`src/calib_consts.svh`:
```
// Register map constants for the calibration control register bank
// Function
// - Dual-channel swap bit 0 routes A-to-A, B-to-B; 1 exchanges; ignored single-channel.
// - Single-channel input field: 1 selects input A, 2 input B; 0, 3 reserved.
// - Calibration enable high runs calibration; low holds it in reset; resets to 1.
// - Calibration enable low also resets the digital and serial link clock dividers.
// - Clear enable before changing guarded settings; setting it again reruns calibration.
// - Configuration bit 4 high applies offset filtering; resets to 0.
// - Configuration bit 3 enables background offset calibration, only with background enabled.
// - Configuration bit 2 enables foreground offset calibration, only with foreground enabled.
// - Configuration bit 1 enables background calibration; resets to 0.
// - Start always clears stored values; bit 0 at 1 runs foreground, at 0 skips.
// - Stopped bit reads 1 once background calibration halts; 0 when it resumes.
// - With background disabled, stopped sets when foreground completes or is skipped.
// - Foreground-complete bit goes high when foreground calibration finishes; both read-only.
// - Status pin selector: 0 foreground-complete, 1 reserved, 2 fault flag, 3 low.
// - Trigger source 0 uses software bit, pin ignored; 1 uses pin, bit ignored.
// - Software bit stands in for the pin; source 0, bit 1 keeps trigger high.
`ifndef CALIB_CONSTS_SVH
`define CALIB_CONSTS_SVH

// ------------------------------------------------------------
// Register indices and byte addresses
// ------------------------------------------------------------
`define IDX_INPUT_ROUTING       8'h60
`define IDX_CALIBRATION_RUN     8'h61
`define IDX_CALIBRATION_CONFIG  8'h62
`define IDX_CALIBRATION_STATE   8'h6a
`define IDX_CALIBRATION_PIN     8'h6b
`define IDX_SOFTWARE_TRIGGER    8'h6c
`define ADDR_INPUT_ROUTING      {2'b00, `IDX_INPUT_ROUTING, 2'b00}
`define ADDR_CALIBRATION_RUN    {2'b00, `IDX_CALIBRATION_RUN, 2'b00}
`define ADDR_CALIBRATION_CONFIG {2'b00, `IDX_CALIBRATION_CONFIG, 2'b00}
`define ADDR_CALIBRATION_STATE  {2'b00, `IDX_CALIBRATION_STATE, 2'b00}
`define ADDR_CALIBRATION_PIN    {2'b00, `IDX_CALIBRATION_PIN, 2'b00}
`define ADDR_SOFTWARE_TRIGGER   {2'b00, `IDX_SOFTWARE_TRIGGER, 2'b00}

// ------------------------------------------------------------
// Reset values
// ------------------------------------------------------------
`define RST_INPUT_ROUTING       8'h01
`define RST_CALIBRATION_RUN     8'h01
`define RST_CALIBRATION_CONFIG  8'h01
`define RST_CALIBRATION_PIN     8'h00
`define RST_SOFTWARE_TRIGGER    8'h01

// ------------------------------------------------------------
// Field positions and codes
// ------------------------------------------------------------
`define BIT_DUAL_SWAP           4
`define BIT_CAL_ENABLE          0
`define BIT_OFFSET_FILTER       4
`define BIT_BG_OFFSET           3
`define BIT_FG_OFFSET           2
`define BIT_BG_CALIB            1
`define BIT_FG_CALIB            0
`define BIT_TRIG_SOURCE         0
`define BIT_SOFT_TRIG           0
`define SINGLE_SEL_A            2'h1
`define SINGLE_SEL_B            2'h2
`define STATUS_SEL_FOREGROUND_COMPLETE_FLAG      2'h0
`define STATUS_SEL_FAULT        2'h2
`define RESP_OKAY               2'h0
`define RESP_SLVERR             2'h2

`endif

```
`src/calib_pkg.sv`:
```
// Types shared by the calibration control register bank
package calib_pkg;

    // Calibration sequencing states, one-hot
    typedef enum logic [3:0] {
        CAL_HOLD  = 4'b0001,
        CAL_START = 4'b0010,
        CAL_FORE  = 4'b0100,
        CAL_BACK  = 4'b1000
    } cal_state_t;

    typedef logic [7:0]  reg_byte_t;
    typedef logic [11:0] bus_addr_t;

endpackage : calib_pkg

```
`src/calibration_control_regs.sv`:
```
// Calibration control register bank with AXI4-Lite slave and sequencing
`timescale 1ns/100ps
`include "calib_consts.svh"
module calibration_control_regs (
    input  wire logic          clk,
    input  wire logic          resetn,
    // AXI4-Lite write address
    input  wire calib_pkg::bus_addr_t awaddr,
    input  wire logic          awvalid,
    output logic               awready,
    // AXI4-Lite write data
    input  wire logic [31:0]   wdata,
    input  wire logic [3:0]    wstrb,
    input  wire logic          wvalid,
    output logic               wready,
    // AXI4-Lite write response
    output logic [1:0]         bresp,
    output logic               bvalid,
    input  wire logic          bready,
    // AXI4-Lite read address
    input  wire calib_pkg::bus_addr_t araddr,
    input  wire logic          arvalid,
    output logic               arready,
    // AXI4-Lite read data
    output logic [31:0]        rdata,
    output logic [1:0]         rresp,
    output logic               rvalid,
    input  wire logic          rready,
    // Device context and engine events
    input  wire logic          single_channel_mode,
    input  wire logic          hardware_trigger_pin,
    input  wire logic          fault_flag,
    input  wire logic          foreground_complete_flag_event,
    input  wire logic          bg_stopped_event,
    input  wire logic          bg_resumed_event,
    // Routing outputs
    output logic               chan_a_from_b,
    output logic               chan_b_from_b,
    // Calibration control outputs
    output logic               calib_hold,
    output logic               divider_reset,
    output logic               calib_values_clear,
    output logic               foreground_active,
    output logic               background_active,
    output logic               offset_filter_enable,
    output logic               background_offset_enable,
    output logic               foreground_offset_enable,
    output logic               calib_status_pin,
    output logic               calib_trigger
);
    import calib_pkg::*;

    // ------------------------------------------------------------
    // Register storage
    // ------------------------------------------------------------
    reg_byte_t  input_routing;
    reg_byte_t  calibration_run;
    reg_byte_t  calibration_config;
    reg_byte_t  calibration_pin_setup;
    reg_byte_t  software_trigger;
    reg_byte_t  calibration_state;

    // Bus holding registers
    bus_addr_t  wr_addr;
    logic [7:0] wr_byte;
    logic       wr_lane;
    logic       write_go;
    logic       wr_mapped;
    logic       wr_hit_routing;
    logic       wr_hit_run;
    logic       wr_hit_config;
    logic       wr_hit_pin;
    logic       wr_hit_trigger;
    logic       wr_hit_state;
    logic [7:0] rd_value;
    logic       rd_mapped;

    // Sequencing and status
    cal_state_t cal_state;
    cal_state_t next_cal_state;
    logic       cal_enable;
    logic       fg_enable;
    logic       bg_enable;
    logic       fg_complete;
    logic       cal_stopped;
    logic       fg_set;
    logic       stopped_set;
    logic       stopped_clear;
    logic [1:0] single_sel;
    logic       single_b;
    logic       next_chan_a_from_b;
    logic       next_chan_b_from_b;
    logic       next_status_pin;

    // ------------------------------------------------------------
    // Write channel
    // ------------------------------------------------------------

    // Address accepted once, held until the response is taken
    always_ff @(posedge clk or negedge resetn) begin
        if (!resetn) begin
            awready <= 1'b1;
            wr_addr <= 12'h000;
        end else if (awvalid && awready) begin
            awready <= 1'b0;
            wr_addr <= awaddr;
        end else if (bvalid && bready) begin
            awready <= 1'b1;
        end
    end

    // Data accepted independently of the address
    always_ff @(posedge clk or negedge resetn) begin
        if (!resetn) begin
            wready  <= 1'b1;
            wr_byte <= 8'h00;
            wr_lane <= 1'b0;
        end else if (wvalid && wready) begin
            wready  <= 1'b0;
            wr_byte <= wdata[7:0];
            wr_lane <= wstrb[0];
        end else if (bvalid && bready) begin
            wready  <= 1'b1;
        end
    end

    // Both halves held and no response pending
    assign write_go = !awready && !wready && !bvalid;

    // Write address decode on word boundaries
    always_comb begin
        wr_hit_routing = ({wr_addr[11:2], 2'b00} == `ADDR_INPUT_ROUTING);
        wr_hit_run     = ({wr_addr[11:2], 2'b00} == `ADDR_CALIBRATION_RUN);
        wr_hit_config  = ({wr_addr[11:2], 2'b00} == `ADDR_CALIBRATION_CONFIG);
        wr_hit_pin     = ({wr_addr[11:2], 2'b00} == `ADDR_CALIBRATION_PIN);
        wr_hit_trigger = ({wr_addr[11:2], 2'b00} == `ADDR_SOFTWARE_TRIGGER);
        wr_hit_state   = ({wr_addr[11:2], 2'b00} == `ADDR_CALIBRATION_STATE);
        wr_mapped      = wr_hit_routing || wr_hit_run || wr_hit_config
                         || wr_hit_pin || wr_hit_trigger || wr_hit_state;
    end

    // Write response, error for unmapped addresses
    always_ff @(posedge clk or negedge resetn) begin
        if (!resetn) begin
            bvalid <= 1'b0;
            bresp  <= `RESP_OKAY;
        end else if (write_go) begin
            bvalid <= 1'b1;
            bresp  <= wr_mapped ? `RESP_OKAY : `RESP_SLVERR;
        end else if (bvalid && bready) begin
            bvalid <= 1'b0;
        end
    end

    // ------------------------------------------------------------
    // Control registers
    // ------------------------------------------------------------

    // Routing register, reserved bits kept as written
    always_ff @(posedge clk or negedge resetn) begin
        if (!resetn) begin
            input_routing <= `RST_INPUT_ROUTING;
        end else if (write_go && wr_lane && wr_hit_routing) begin
            input_routing <= wr_byte;
        end
    end

    // Calibration enable register, reset value runs calibration
    always_ff @(posedge clk or negedge resetn) begin
        if (!resetn) begin
            calibration_run <= `RST_CALIBRATION_RUN;
        end else if (write_go && wr_lane && wr_hit_run) begin
            calibration_run <= wr_byte;
        end
    end

    // Configuration register, software keeps enable low while writing
    always_ff @(posedge clk or negedge resetn) begin
        if (!resetn) begin
            calibration_config <= `RST_CALIBRATION_CONFIG;
        end else if (write_go && wr_lane && wr_hit_config) begin
            calibration_config <= wr_byte;
        end
    end

    // Status pin and trigger source setup
    always_ff @(posedge clk or negedge resetn) begin
        if (!resetn) begin
            calibration_pin_setup <= `RST_CALIBRATION_PIN;
        end else if (write_go && wr_lane && wr_hit_pin) begin
            calibration_pin_setup <= wr_byte;
        end
    end

    // Software trigger, resets high so trigger idles high
    always_ff @(posedge clk or negedge resetn) begin
        if (!resetn) begin
            software_trigger <= `RST_SOFTWARE_TRIGGER;
        end else if (write_go && wr_lane && wr_hit_trigger) begin
            software_trigger <= wr_byte;
        end
    end

    // ------------------------------------------------------------
    // Read channel
    // ------------------------------------------------------------

    // Read decode, unmapped words read zero
    always_comb begin
        rd_mapped = 1'b1;
        unique case ({araddr[11:2], 2'b00})
            `ADDR_INPUT_ROUTING:      rd_value = input_routing;
            `ADDR_CALIBRATION_RUN:    rd_value = calibration_run;
            `ADDR_CALIBRATION_CONFIG: rd_value = calibration_config;
            `ADDR_CALIBRATION_STATE:  rd_value = calibration_state;
            `ADDR_CALIBRATION_PIN:    rd_value = calibration_pin_setup;
            `ADDR_SOFTWARE_TRIGGER:   rd_value = software_trigger;
            default: begin
                rd_value  = 8'h00;
                rd_mapped = 1'b0;
            end
        endcase
    end

    // Read address taken, data returned on the next edge
    always_ff @(posedge clk or negedge resetn) begin
        if (!resetn) begin
            arready <= 1'b1;
            rvalid  <= 1'b0;
            rdata   <= 32'h0000_0000;
            rresp   <= `RESP_OKAY;
        end else if (arvalid && arready) begin
            arready <= 1'b0;
            rvalid  <= 1'b1;
            rdata   <= {24'h00_0000, rd_value};
            rresp   <= rd_mapped ? `RESP_OKAY : `RESP_SLVERR;
        end else if (rvalid && rready) begin
            arready <= 1'b1;
            rvalid  <= 1'b0;
        end
    end

    // ------------------------------------------------------------
    // Calibration sequencing
    // ------------------------------------------------------------
    assign cal_enable = calibration_run[`BIT_CAL_ENABLE];
    assign fg_enable  = calibration_config[`BIT_FG_CALIB];
    assign bg_enable  = calibration_config[`BIT_BG_CALIB];

    // Sequence: hold, start, foreground, background
    always_comb begin
        next_cal_state = cal_state;
        unique case (cal_state)
            CAL_HOLD:  next_cal_state = CAL_START;
            CAL_START: next_cal_state = fg_enable ? CAL_FORE : CAL_BACK;
            CAL_FORE:  next_cal_state = foreground_complete_flag_event ? CAL_BACK : CAL_FORE;
            CAL_BACK:  next_cal_state = CAL_BACK;
            default:   next_cal_state = CAL_HOLD;
        endcase
        if (!cal_enable) begin
            next_cal_state = CAL_HOLD;
        end
    end

    // State register
    always_ff @(posedge clk or negedge resetn) begin
        if (!resetn) begin
            cal_state <= CAL_HOLD;
        end else begin
            cal_state <= next_cal_state;
        end
    end

    // Hold and divider reset follow the enable
    always_ff @(posedge clk or negedge resetn) begin
        if (!resetn) begin
            calib_hold    <= 1'b1;
            divider_reset <= 1'b1;
        end else begin
            calib_hold    <= !cal_enable;
            divider_reset <= !cal_enable;
        end
    end

    // Stored values cleared on every start
    always_ff @(posedge clk or negedge resetn) begin
        if (!resetn) begin
            calib_values_clear <= 1'b0;
        end else begin
            calib_values_clear <= (cal_state == CAL_START);
        end
    end

    // Engine phase strobes and effective configuration
    always_ff @(posedge clk or negedge resetn) begin
        if (!resetn) begin
            foreground_active        <= 1'b0;
            background_active        <= 1'b0;
            offset_filter_enable     <= 1'b0;
            background_offset_enable <= 1'b0;
            foreground_offset_enable <= 1'b0;
        end else begin
            foreground_active        <= (cal_state == CAL_FORE);
            background_active        <= (cal_state == CAL_BACK) && bg_enable;
            offset_filter_enable     <= calibration_config[`BIT_OFFSET_FILTER];
            background_offset_enable <= calibration_config[`BIT_BG_OFFSET] && bg_enable;
            foreground_offset_enable <= calibration_config[`BIT_FG_OFFSET] && fg_enable;
        end
    end

    // ------------------------------------------------------------
    // Status flags
    // ------------------------------------------------------------

    // Flag set and clear conditions
    always_comb begin
        fg_set        = (cal_state == CAL_FORE) && foreground_complete_flag_event;
        stopped_set   = ((cal_state == CAL_BACK) && bg_enable && bg_stopped_event)
                        || (!bg_enable && fg_set)
                        || (!bg_enable && (cal_state == CAL_START) && !fg_enable);
        stopped_clear = !cal_enable
                        || ((cal_state == CAL_BACK) && bg_enable && bg_resumed_event);
    end

    // Foreground complete flag
    status_flag u_fg_flag (
        .clk    (clk),
        .resetn (resetn),
        .set    (fg_set),
        .clear  (!cal_enable),
        .flag   (fg_complete)
    );

    // Calibration stopped flag
    status_flag u_stop_flag (
        .clk    (clk),
        .resetn (resetn),
        .set    (stopped_set),
        .clear  (stopped_clear),
        .flag   (cal_stopped)
    );

    // Read-only status, reserved bits zero
    assign calibration_state = {6'h00, cal_stopped, fg_complete};

    // ------------------------------------------------------------
    // Input routing
    // ------------------------------------------------------------
    assign single_sel = input_routing[1:0];
    assign single_b   = (single_sel == `SINGLE_SEL_B);

    // Single mode uses the field, dual mode the swap bit
    always_comb begin
        if (single_channel_mode) begin
            next_chan_a_from_b = single_b;
            next_chan_b_from_b = single_b;
        end else begin
            next_chan_a_from_b = input_routing[`BIT_DUAL_SWAP];
            next_chan_b_from_b = !input_routing[`BIT_DUAL_SWAP];
        end
    end

    // Routing outputs
    always_ff @(posedge clk or negedge resetn) begin
        if (!resetn) begin
            chan_a_from_b <= 1'b0;
            chan_b_from_b <= 1'b1;
        end else begin
            chan_a_from_b <= next_chan_a_from_b;
            chan_b_from_b <= next_chan_b_from_b;
        end
    end

    // ------------------------------------------------------------
    // Status pin and trigger
    // ------------------------------------------------------------

    // Status pin source select, reserved and code 3 low
    always_comb begin
        unique case (calibration_pin_setup[2:1])
            `STATUS_SEL_FOREGROUND_COMPLETE_FLAG: next_status_pin = fg_complete;
            `STATUS_SEL_FAULT:   next_status_pin = fault_flag;
            default:             next_status_pin = 1'b0;
        endcase
    end

    // Pin and trigger outputs
    always_ff @(posedge clk or negedge resetn) begin
        if (!resetn) begin
            calib_status_pin <= 1'b0;
            calib_trigger    <= 1'b1;
        end else begin
            calib_status_pin <= next_status_pin;
            calib_trigger    <= calibration_pin_setup[`BIT_TRIG_SOURCE]
                                ? hardware_trigger_pin
                                : software_trigger[`BIT_SOFT_TRIG];
        end
    end

endmodule : calibration_control_regs

```
`src/status_flag.sv`:
```
// Sticky status flag with set taking priority over clear
`timescale 1ns/100ps
module status_flag (
    input  wire logic clk,
    input  wire logic resetn,
    input  wire logic set,
    input  wire logic clear,
    output logic      flag
);

    // Set wins so an event in a clearing cycle is kept
    always_ff @(posedge clk or negedge resetn) begin
        if (!resetn) begin
            flag <= 1'b0;
        end else if (set) begin
            flag <= 1'b1;
        end else if (clear) begin
            flag <= 1'b0;
        end
    end

endmodule : status_flag

```
`config.mk`:
```
export PLATFORM = sky130hd
export DESIGN_NAME = calibration_control_regs
export DESIGN_NICKNAME = d
export VERILOG_FILES = /design/src/calib_pkg.sv /design/src/calibration_control_regs.sv /design/src/status_flag.sv
export VERILOG_INCLUDE_DIRS = /design/src /design/src/src
export SDC_FILE = /design/constraint.sdc
export NUM_CORES = 1
export LEC_CHECK = 0
export BUFFER_PORTS_ARGS = -buffer_cell sky130_fd_sc_hd__buf_4
export CAP_MARGIN = 20
export CORE_AREA = 2 2 90 92
export DETAILED_ROUTE_END_ITERATION = 8
export DIE_AREA = 0 0 92 94
export HOLD_SLACK_MARGIN = 0.1
export MAX_ROUTING_LAYER = met4
export PLACE_DENSITY = 0.83
export SYNTH_ARGS = -nofsm -noshare
export SYNTH_HDL_FRONTEND = slang
export SYNTH_SLANG_ARGS = --single-unit
```
`constraint.sdc`:
```
create_clock -name clk -period 3.2 [get_ports clk]
set_clock_uncertainty 0.2 [all_clocks]
set_input_delay 0.64 -clock clk [delete_from_list [all_inputs] [get_ports clk]]
set_output_delay 0.64 -clock clk [all_outputs]
set_load 0.03 [all_outputs]
```
==> results of run 1 <==
[sequential cells by signal, indices dropped and copies added (netlist names), 4 cells and up]
register               cells
wr_addr                   10
calibration_config         8
calibration_pin_setup      8
calibration_run            8
input_routing              8
rdata                      8
software_trigger           8
wr_byte                    8
cal_state                  4
[through the flow]
step | total power (W) | cell area [um2]
4_1_cts | 0.00288 | 4920
3_5_place_dp | 0.00216 | 4740
2_1_floorplan | 0.00197 | 4320
6_report | 0.00286 | 4920
3_3_place_gp | 0.00211 | 4740
5_1_grt | 0.00301 | 4920
[worst max path at each step]
stage / start / cells after the start / slack [ps] / to
detailed placement: wready / 4 / 750 / calibration_pin_setup[4]
floorplan: bvalid / 5 / 940 / calibration_pin_setup[0]
finish: wready / 4 / 730 / calibration_pin_setup[6]
global route: bvalid / 4 / 630 / calibration_pin_setup[0]
global placement: wr_addr[9] / 4 / 780 / calibration_pin_setup[4]
CTS: wready / 4 / 730 / calibration_pin_setup[6]
[final cells by class]
cell class                      count  area (um2)
Fill cell                         577        2690
Multi-Input combinational cell    205        1740
Clock inverter                      3        40.0
Timing Repair Buffer               71         546
Inverter                            9        33.8
Tap cell                          102         128
Sequential cell                    91        2290
Clock buffer                       13         139
[report_power, final]
group | switching [W] | internal (W)
Combinational | 0.000294 | 0.000281
Sequential | 0.000218 | 0.00134
Clock | 0.000373 | 0.000360
Total | 0.000885 | 0.00198
[cells by family after synthesis]
kind of cell    after synthesis  share of synthesized area, %
compound gates               39                          6.90
xor+xnor                      1                         0.207
buf+inv                      47                          6.84
flops                        91                          54.2
mux                          73                          20.5
other cells                   1                        0.0888
simple gates                 66                          11.3
[critical path, stage by stage, from the launching register on]
cell     delay [ps]
dfstp_2         400
nor3_4          300
nand4_4         210
or4b_1          840
mux2_4          390
[placed cells by master, fill, tap and decap left out, drive strengths merged, types with 7 or more instances in the layout]
cell type	synthesis	routed
conb	1	26
nor2	12	12
nand3b	7	7
o21ai	9	9
dfrtp	80	80
clkbuf	8	13
nand2	13	13
a221o	8	8
and2	9	9
dfstp	11	11
mux2i	13	13
mux2	60	60
buf	30	71
inv	9	9
[metal layers]
layer  GRT usage, %  vias to the layer above
met4           6.97                        0
li1               -                     1242
met2           34.7                      103
met5              -                        -
met1           25.9                     1391
met3           4.33                       11
==> flow_summary.yaml, run 1 <==
cts:
  cts_tree: "done"
  cts_resized: 0
  cts-htree-levels: 3
  holdBufCountCts: 0
  clkTransAtPathRegs_ps: 90
  cts_setup_buffers: 0
  cts_root_buf: "clkbuf_8"
  clk_path_buf_depth: 2
  cts_num_sinks: 91
  clkLatencyLatePin_ps: 360
  numCtsBuffers: 9
global_routing:
  grt_pass1_wl_mm: 13.6
  track_usage_pct: 20.9
  grt_pass1_vias: 2797
  grt_overflow: 0
  antenna_found_initial: 0
  grt_max_degree: 61
worst_setup_path:
  r2r_start: "wready"
  crit_path_start_kind: "register"
  path_max_fanout: 8
  reg2reg_slack_ps: 730
  r2r_end: "calibration_pin_setup[6]"
  crit_path_end_kind: "register"
  r2r_cells: 4
  cp.required_ps: 3230
  arrival_ps: 2500
  crit_type: "register to register"
floorplan:
  dieArea_um2: 8650
  initial_core_util_pct: 55.5
  fp-row-count: 32
  die_y_um: 94
  io_pins: 126
  die_width_um: 92
  core_um2: 7610
yosys:
  yosysMostFrequentCell: "dfrtp_1"
  netlist_instances: 318
  yosysTopAreaCellShare_pct: 47.4
  avgSynthCellArea_um2: 13.3
  synth-seq-cells: 91
  yosysTopAreaCell: "dfrtp_1"
  synth_cell_type_count: 44
  synth-main-ff-cell: "dfrtp_1"
  yosys-top-cells-count: "dfrtp_1, mux2_2, buf_4, mux2_4"
  synth.yosys.seq_area_share_pct: 54.2
  synth-edff-count: 0
  postSynth.asyncResetShare_pct: 100
  synth_area_leaders: "dfrtp_1, mux2_2, dfstp_2"
  mappedNetlistArea_um2: 4230
  synth_warnings: 0
timing:
  holdWs_ps: 160
  setup_viol: 0
  max_freq_mhz: 405
  finalMaxSlewViolations: 0
  period_minus_slack_ps: 2470
  min_period_over_period_pct: 77.1
  rsz0062_at_grt: "no"
  worst_pin_slew_ps: 859
  setup_tns_ps: 0
  relSlewSlack_pct: 41.9
  hold_viol_final: 0
  fin_ws_ps: 733
layout:
  final_layout_size_suffix_gt1_share_pct: 41.6
  nets: 460
  layout.cells.non_filler: 494
  final_util_pct: 64.6
  area_delta_synth_final_pct: 16.3
  antenna_cells: 0
routing:
  wirelength_mm: 8.10
  drt-initial-drc-count: 211
  avgViaCountPerCell: 5.56
  wl_met2_mm: 4.07
  vias: 2747
  met3_length_um: 482
  maxUsedRoutingLayer: "met4"
  dr.pass1.iters: 4
  wl_met1_mm: 3.43
  wire_per_inst_um: 16.4
  drtAntennaViolNets: 0
  drc: 0
place:
  port_buffers: 68
  dp.cells: 478
  dp_hpwl_mm: 5.71
  preCtsSetupSlack_ps: 748
  gp_congestion: 0.774
min_path:
  hold_path.class: "input pin to asynchronous set/reset pin"
run_status:
  status: "completed"
power:
  p_leak_nw: 2.39
  vdd_ir_drop_max_v: 0.000403
  power.density_nw_per_um2: 583
flow_run:
  maxCapViolCount: 0
No activity file was read; power rests on OpenSTA's default activity.
==> inputs of run 2 (changes only) <==
ABC_AREA = 1   (was default)
CORE_AREA = 2 2 99 101   (was 2 2 90 92)
DIE_AREA = 0 0 101 103   (was 0 0 92 94)
PLACE_DENSITY = 0.73   (was 0.83)
clock period = 2.01 ns   (was 3.2 ns; I/O delays follow)
==> run 2 against run 1 <==
Cell count grew 40%; register-to-register slack got worse by 570 ps; final area rose by 8.0%; critical path depth rose by 2; hold slack got worse by 45 ps; synthesized cell count increased by 49%; first-iteration DRC count rose by 18%; maximum frequency is 33% higher; clock power increased by 66%; non-clock buffer count is 32 higher; die area rose by 20%; highest routed layer unchanged.
==> flow_summary.yaml, run 2 <==
cts:
  numCtsBuffers: 9
  cts_tree: "done"
  cts_num_sinks: 91
  cts-htree-levels: 3
  clk_path_buf_depth: 2
  holdBufCountCts: 26
  clkTransAtPathRegs_ps: 90
  cts_setup_buffers: 0
  cts_resized: 0
  cts_root_buf: "clkbuf_8"
  clkLatencyLatePin_ps: 350
worst_setup_path:
  crit_path_frequent_cell: "nand2_1"
  path_max_fanout: 16
  crit_path_end_kind: "register"
  crit_path_start_kind: "register"
  path_cells: "inv_1 -> nand2_1 -> nor3_1 -> nand3_2 -> nand2_1 -> o21ai_1"
  crit_type: "register to register"
  arrival_ps: 1880
  r2r_start: "wr_addr[3]"
  slowest_delay_ps: 440
  crit_family: "simple AND/OR/NAND/NOR gates"
  cp.required_ps: 2030
  crit_path_start: "wr_addr[3]"
  cp_num_buf_inv: 1
  slowest_stage: "dfrtp_1"
yosys:
  synth_warnings: 0
  netlist_instances: 473
  synth.yosys.seq_area_share_pct: 53.5
  synth_top_family_by_area: "simple AND/OR/NAND/NOR gates"
  mappedNetlistArea_um2: 4280
  synth-main-ff-cell: "dfrtp_1"
  yosysMostFrequentCell: "nand2_1"
  yosysTopAreaCellShare_pct: 46.7
  synth_compound_area_share_pct: 10.6
  yosys-top-cells-count: "nand2_1, dfrtp_1, nand3_1, inv_1, nor2_1"
  avgSynthCellArea_um2: 9.06
  yosysTopAreaCell: "dfrtp_1"
  synth-simple-area-share_pct: 23.3
  synth-edff-count: 0
  synthAdderAreaFrac_pct: 0
  synth.area.mux_share_pct: 2.10
  synth_xor_area_share_pct: 0
  synth_cell_type_count: 32
  synth_area_leaders: "dfrtp_1, nand2_1, dfstp_2"
  postSynth.asyncResetShare_pct: 100
  synth-seq-cells: 91
layout:
  top_register: "wr_addr"
  antenna_cells: 0
  final_layout_size_suffix_gt1_share_pct: 26.3
  fillCellCount: 868
  layout.cells.most_common_list: "nand2_1, dfrtp_1, buf_4"
  multi_input_area_um2: 1640
  nets: 647
  finalInstanceArea_um2: 5310
  largest_reg_flops: 10
  area_delta_synth_final_pct: 23.9
  register_area_um2: 2290
  layout_commonest_cell: "nand2_1"
timing:
  min_period_over_period_pct: 92.1
  setup_viol: 0
  rsz0062_at_grt: "no"
  period_minus_slack_ps: 1850
  worst_pin_slew_ps: 584
  fin_ws_ps: 159
  relSlewSlack_pct: 61.0
  finalMaxSlewViolations: 0
  max_freq_mhz: 540
  setup_tns_ps: 0
  hold_viol_final: 0
place:
  port_buffers: 68
  dp_hpwl_mm: 6.51
  preCtsSetupSlack_ps: 177
  postPlaceCellArea_um2: 4850
  gp_congestion: 0.898
power:
  power.density_nw_per_um2: 924
  p_switching_w: 0.00173
  power_frac_seq_pct: 47.6
  sw_frac_of_total_pct: 35.2
  p_int_w: 0.00318
  p_leak_nw: 2.73
  vdd_ir_drop_max_v: 0.000932
  pwr-share-comb_pct: 27.6
  p_clk_share_pct: 24.8
global_routing:
  grt_pass1_wl_mm: 15.4
  antenna_found_initial: 0
  grt_overflow: 0
  grt_pass1_vias: 3213
  track_usage_pct: 19.7
  grt_max_degree: 38
routing:
  avgViaCountPerCell: 5.02
  wire_per_inst_um: 13.5
  drt-initial-drc-count: 249
  vias: 3476
  drtAntennaViolNets: 0
  drc: 0
  dr.pass1.iters: 5
  wirelength_mm: 9.37
floorplan:
  io_pins: 126
  die_y_um: 103
  fp-row-count: 36
  initial_core_util_pct: 45.3
  dieArea_um2: 10400
  core_um2: 9460
  die_width_um: 101
flow_run:
  maxCapViolCount: 0
min_path:
  min_from: "wdata[5]"
  hold_path.class: "input pin to register"
run_status:
  status: "completed"
-- run 2: cell count changes after synthesis, sizes merged, moves of 8 or more --
cell	change
a21oi	+13
a221o	-8
and2	-9
inv	+37
mux2	-52
mux2i	-13
nand2	+85
nand3	+56
nand4	+9
nor2	+31
o21ai	+41
-- run 2: cell families after synthesis --
kind of cell / after synthesis
flip-flops: 91
multiplexers: 8
AND/OR/NAND/NOR: 214
other: 1
AO/OA/AOI/OAI: 75
buffers and inverters: 84
-- run 2: worst reg2reg max path: cells and delay by family, from the launching register on --
kind	cells	cell delay (ps)
simple gates	4	850
flops	1	440
buf+inv	1	140
compound gates	1	100
-- run 2: path summary, 6_finish.rpt --
path                                         to  slack [ps]  depth (start not counted)
max in group asynchronous                wready         630                          3
min                                  wr_byte[5]         120                          3
min reg2reg                offset_filter_enable         250                          0
max                          calibration_run[1]         160                          6
min in group asynchronous              rdata[3]         350                          2
max reg2reg                  calibration_run[1]         160                          6
-- run 2: final cells by class --
cell class / count / area share, %
clock buffers: 9 / 2.33
clock inverters: 7 / 1.30
inverters: 46 / 3.30
well taps: 114 / 2.69
multi-input cells: 323 / 31.0
repair buffers: 103 / 16.3
flip-flops and latches: 91 / 43.2
-- run 2: power groups by stage --
stage / combinational (W) / sequential (W) / clock, W
CTS: 0.00137 / 0.00233 / 0.00125
floorplan: 0.000776 / 0.00250 / 0
global placement: 0.00128 / 0.00235 / 0
detailed placement: 0.00132 / 0.00237 / 0
finish: 0.00135 / 0.00233 / 0.00122
global route: 0.00148 / 0.00237 / 0.00133
-- run 2: through the flow --
stage | utilization, % | cells | total power [W] | hold WS, ps
final | 56.1 | 693 | 0.00490 | 115
after global routing | 56.1 | 693 | 0.00518 | 112
after CTS | 56.1 | 693 | 0.00495 | 103
after detailed placement | 51.3 | 651 | 0.00369 | 203
after global placement | 51.3 | 651 | 0.00364 | 198
after floorplan | - | 498 | 0.00328 | -93.6
-- run 2: routing by layer --
metal  vias up  part of all wire (%)  global-route usage, %
met3         8                   6.4                   3.73
li1       1707                     -                      -
met5         -                     0                      -
met2       132                    47                   30.4
met1      1629                    46                   26.6
met4         0                   1.1                   6.55
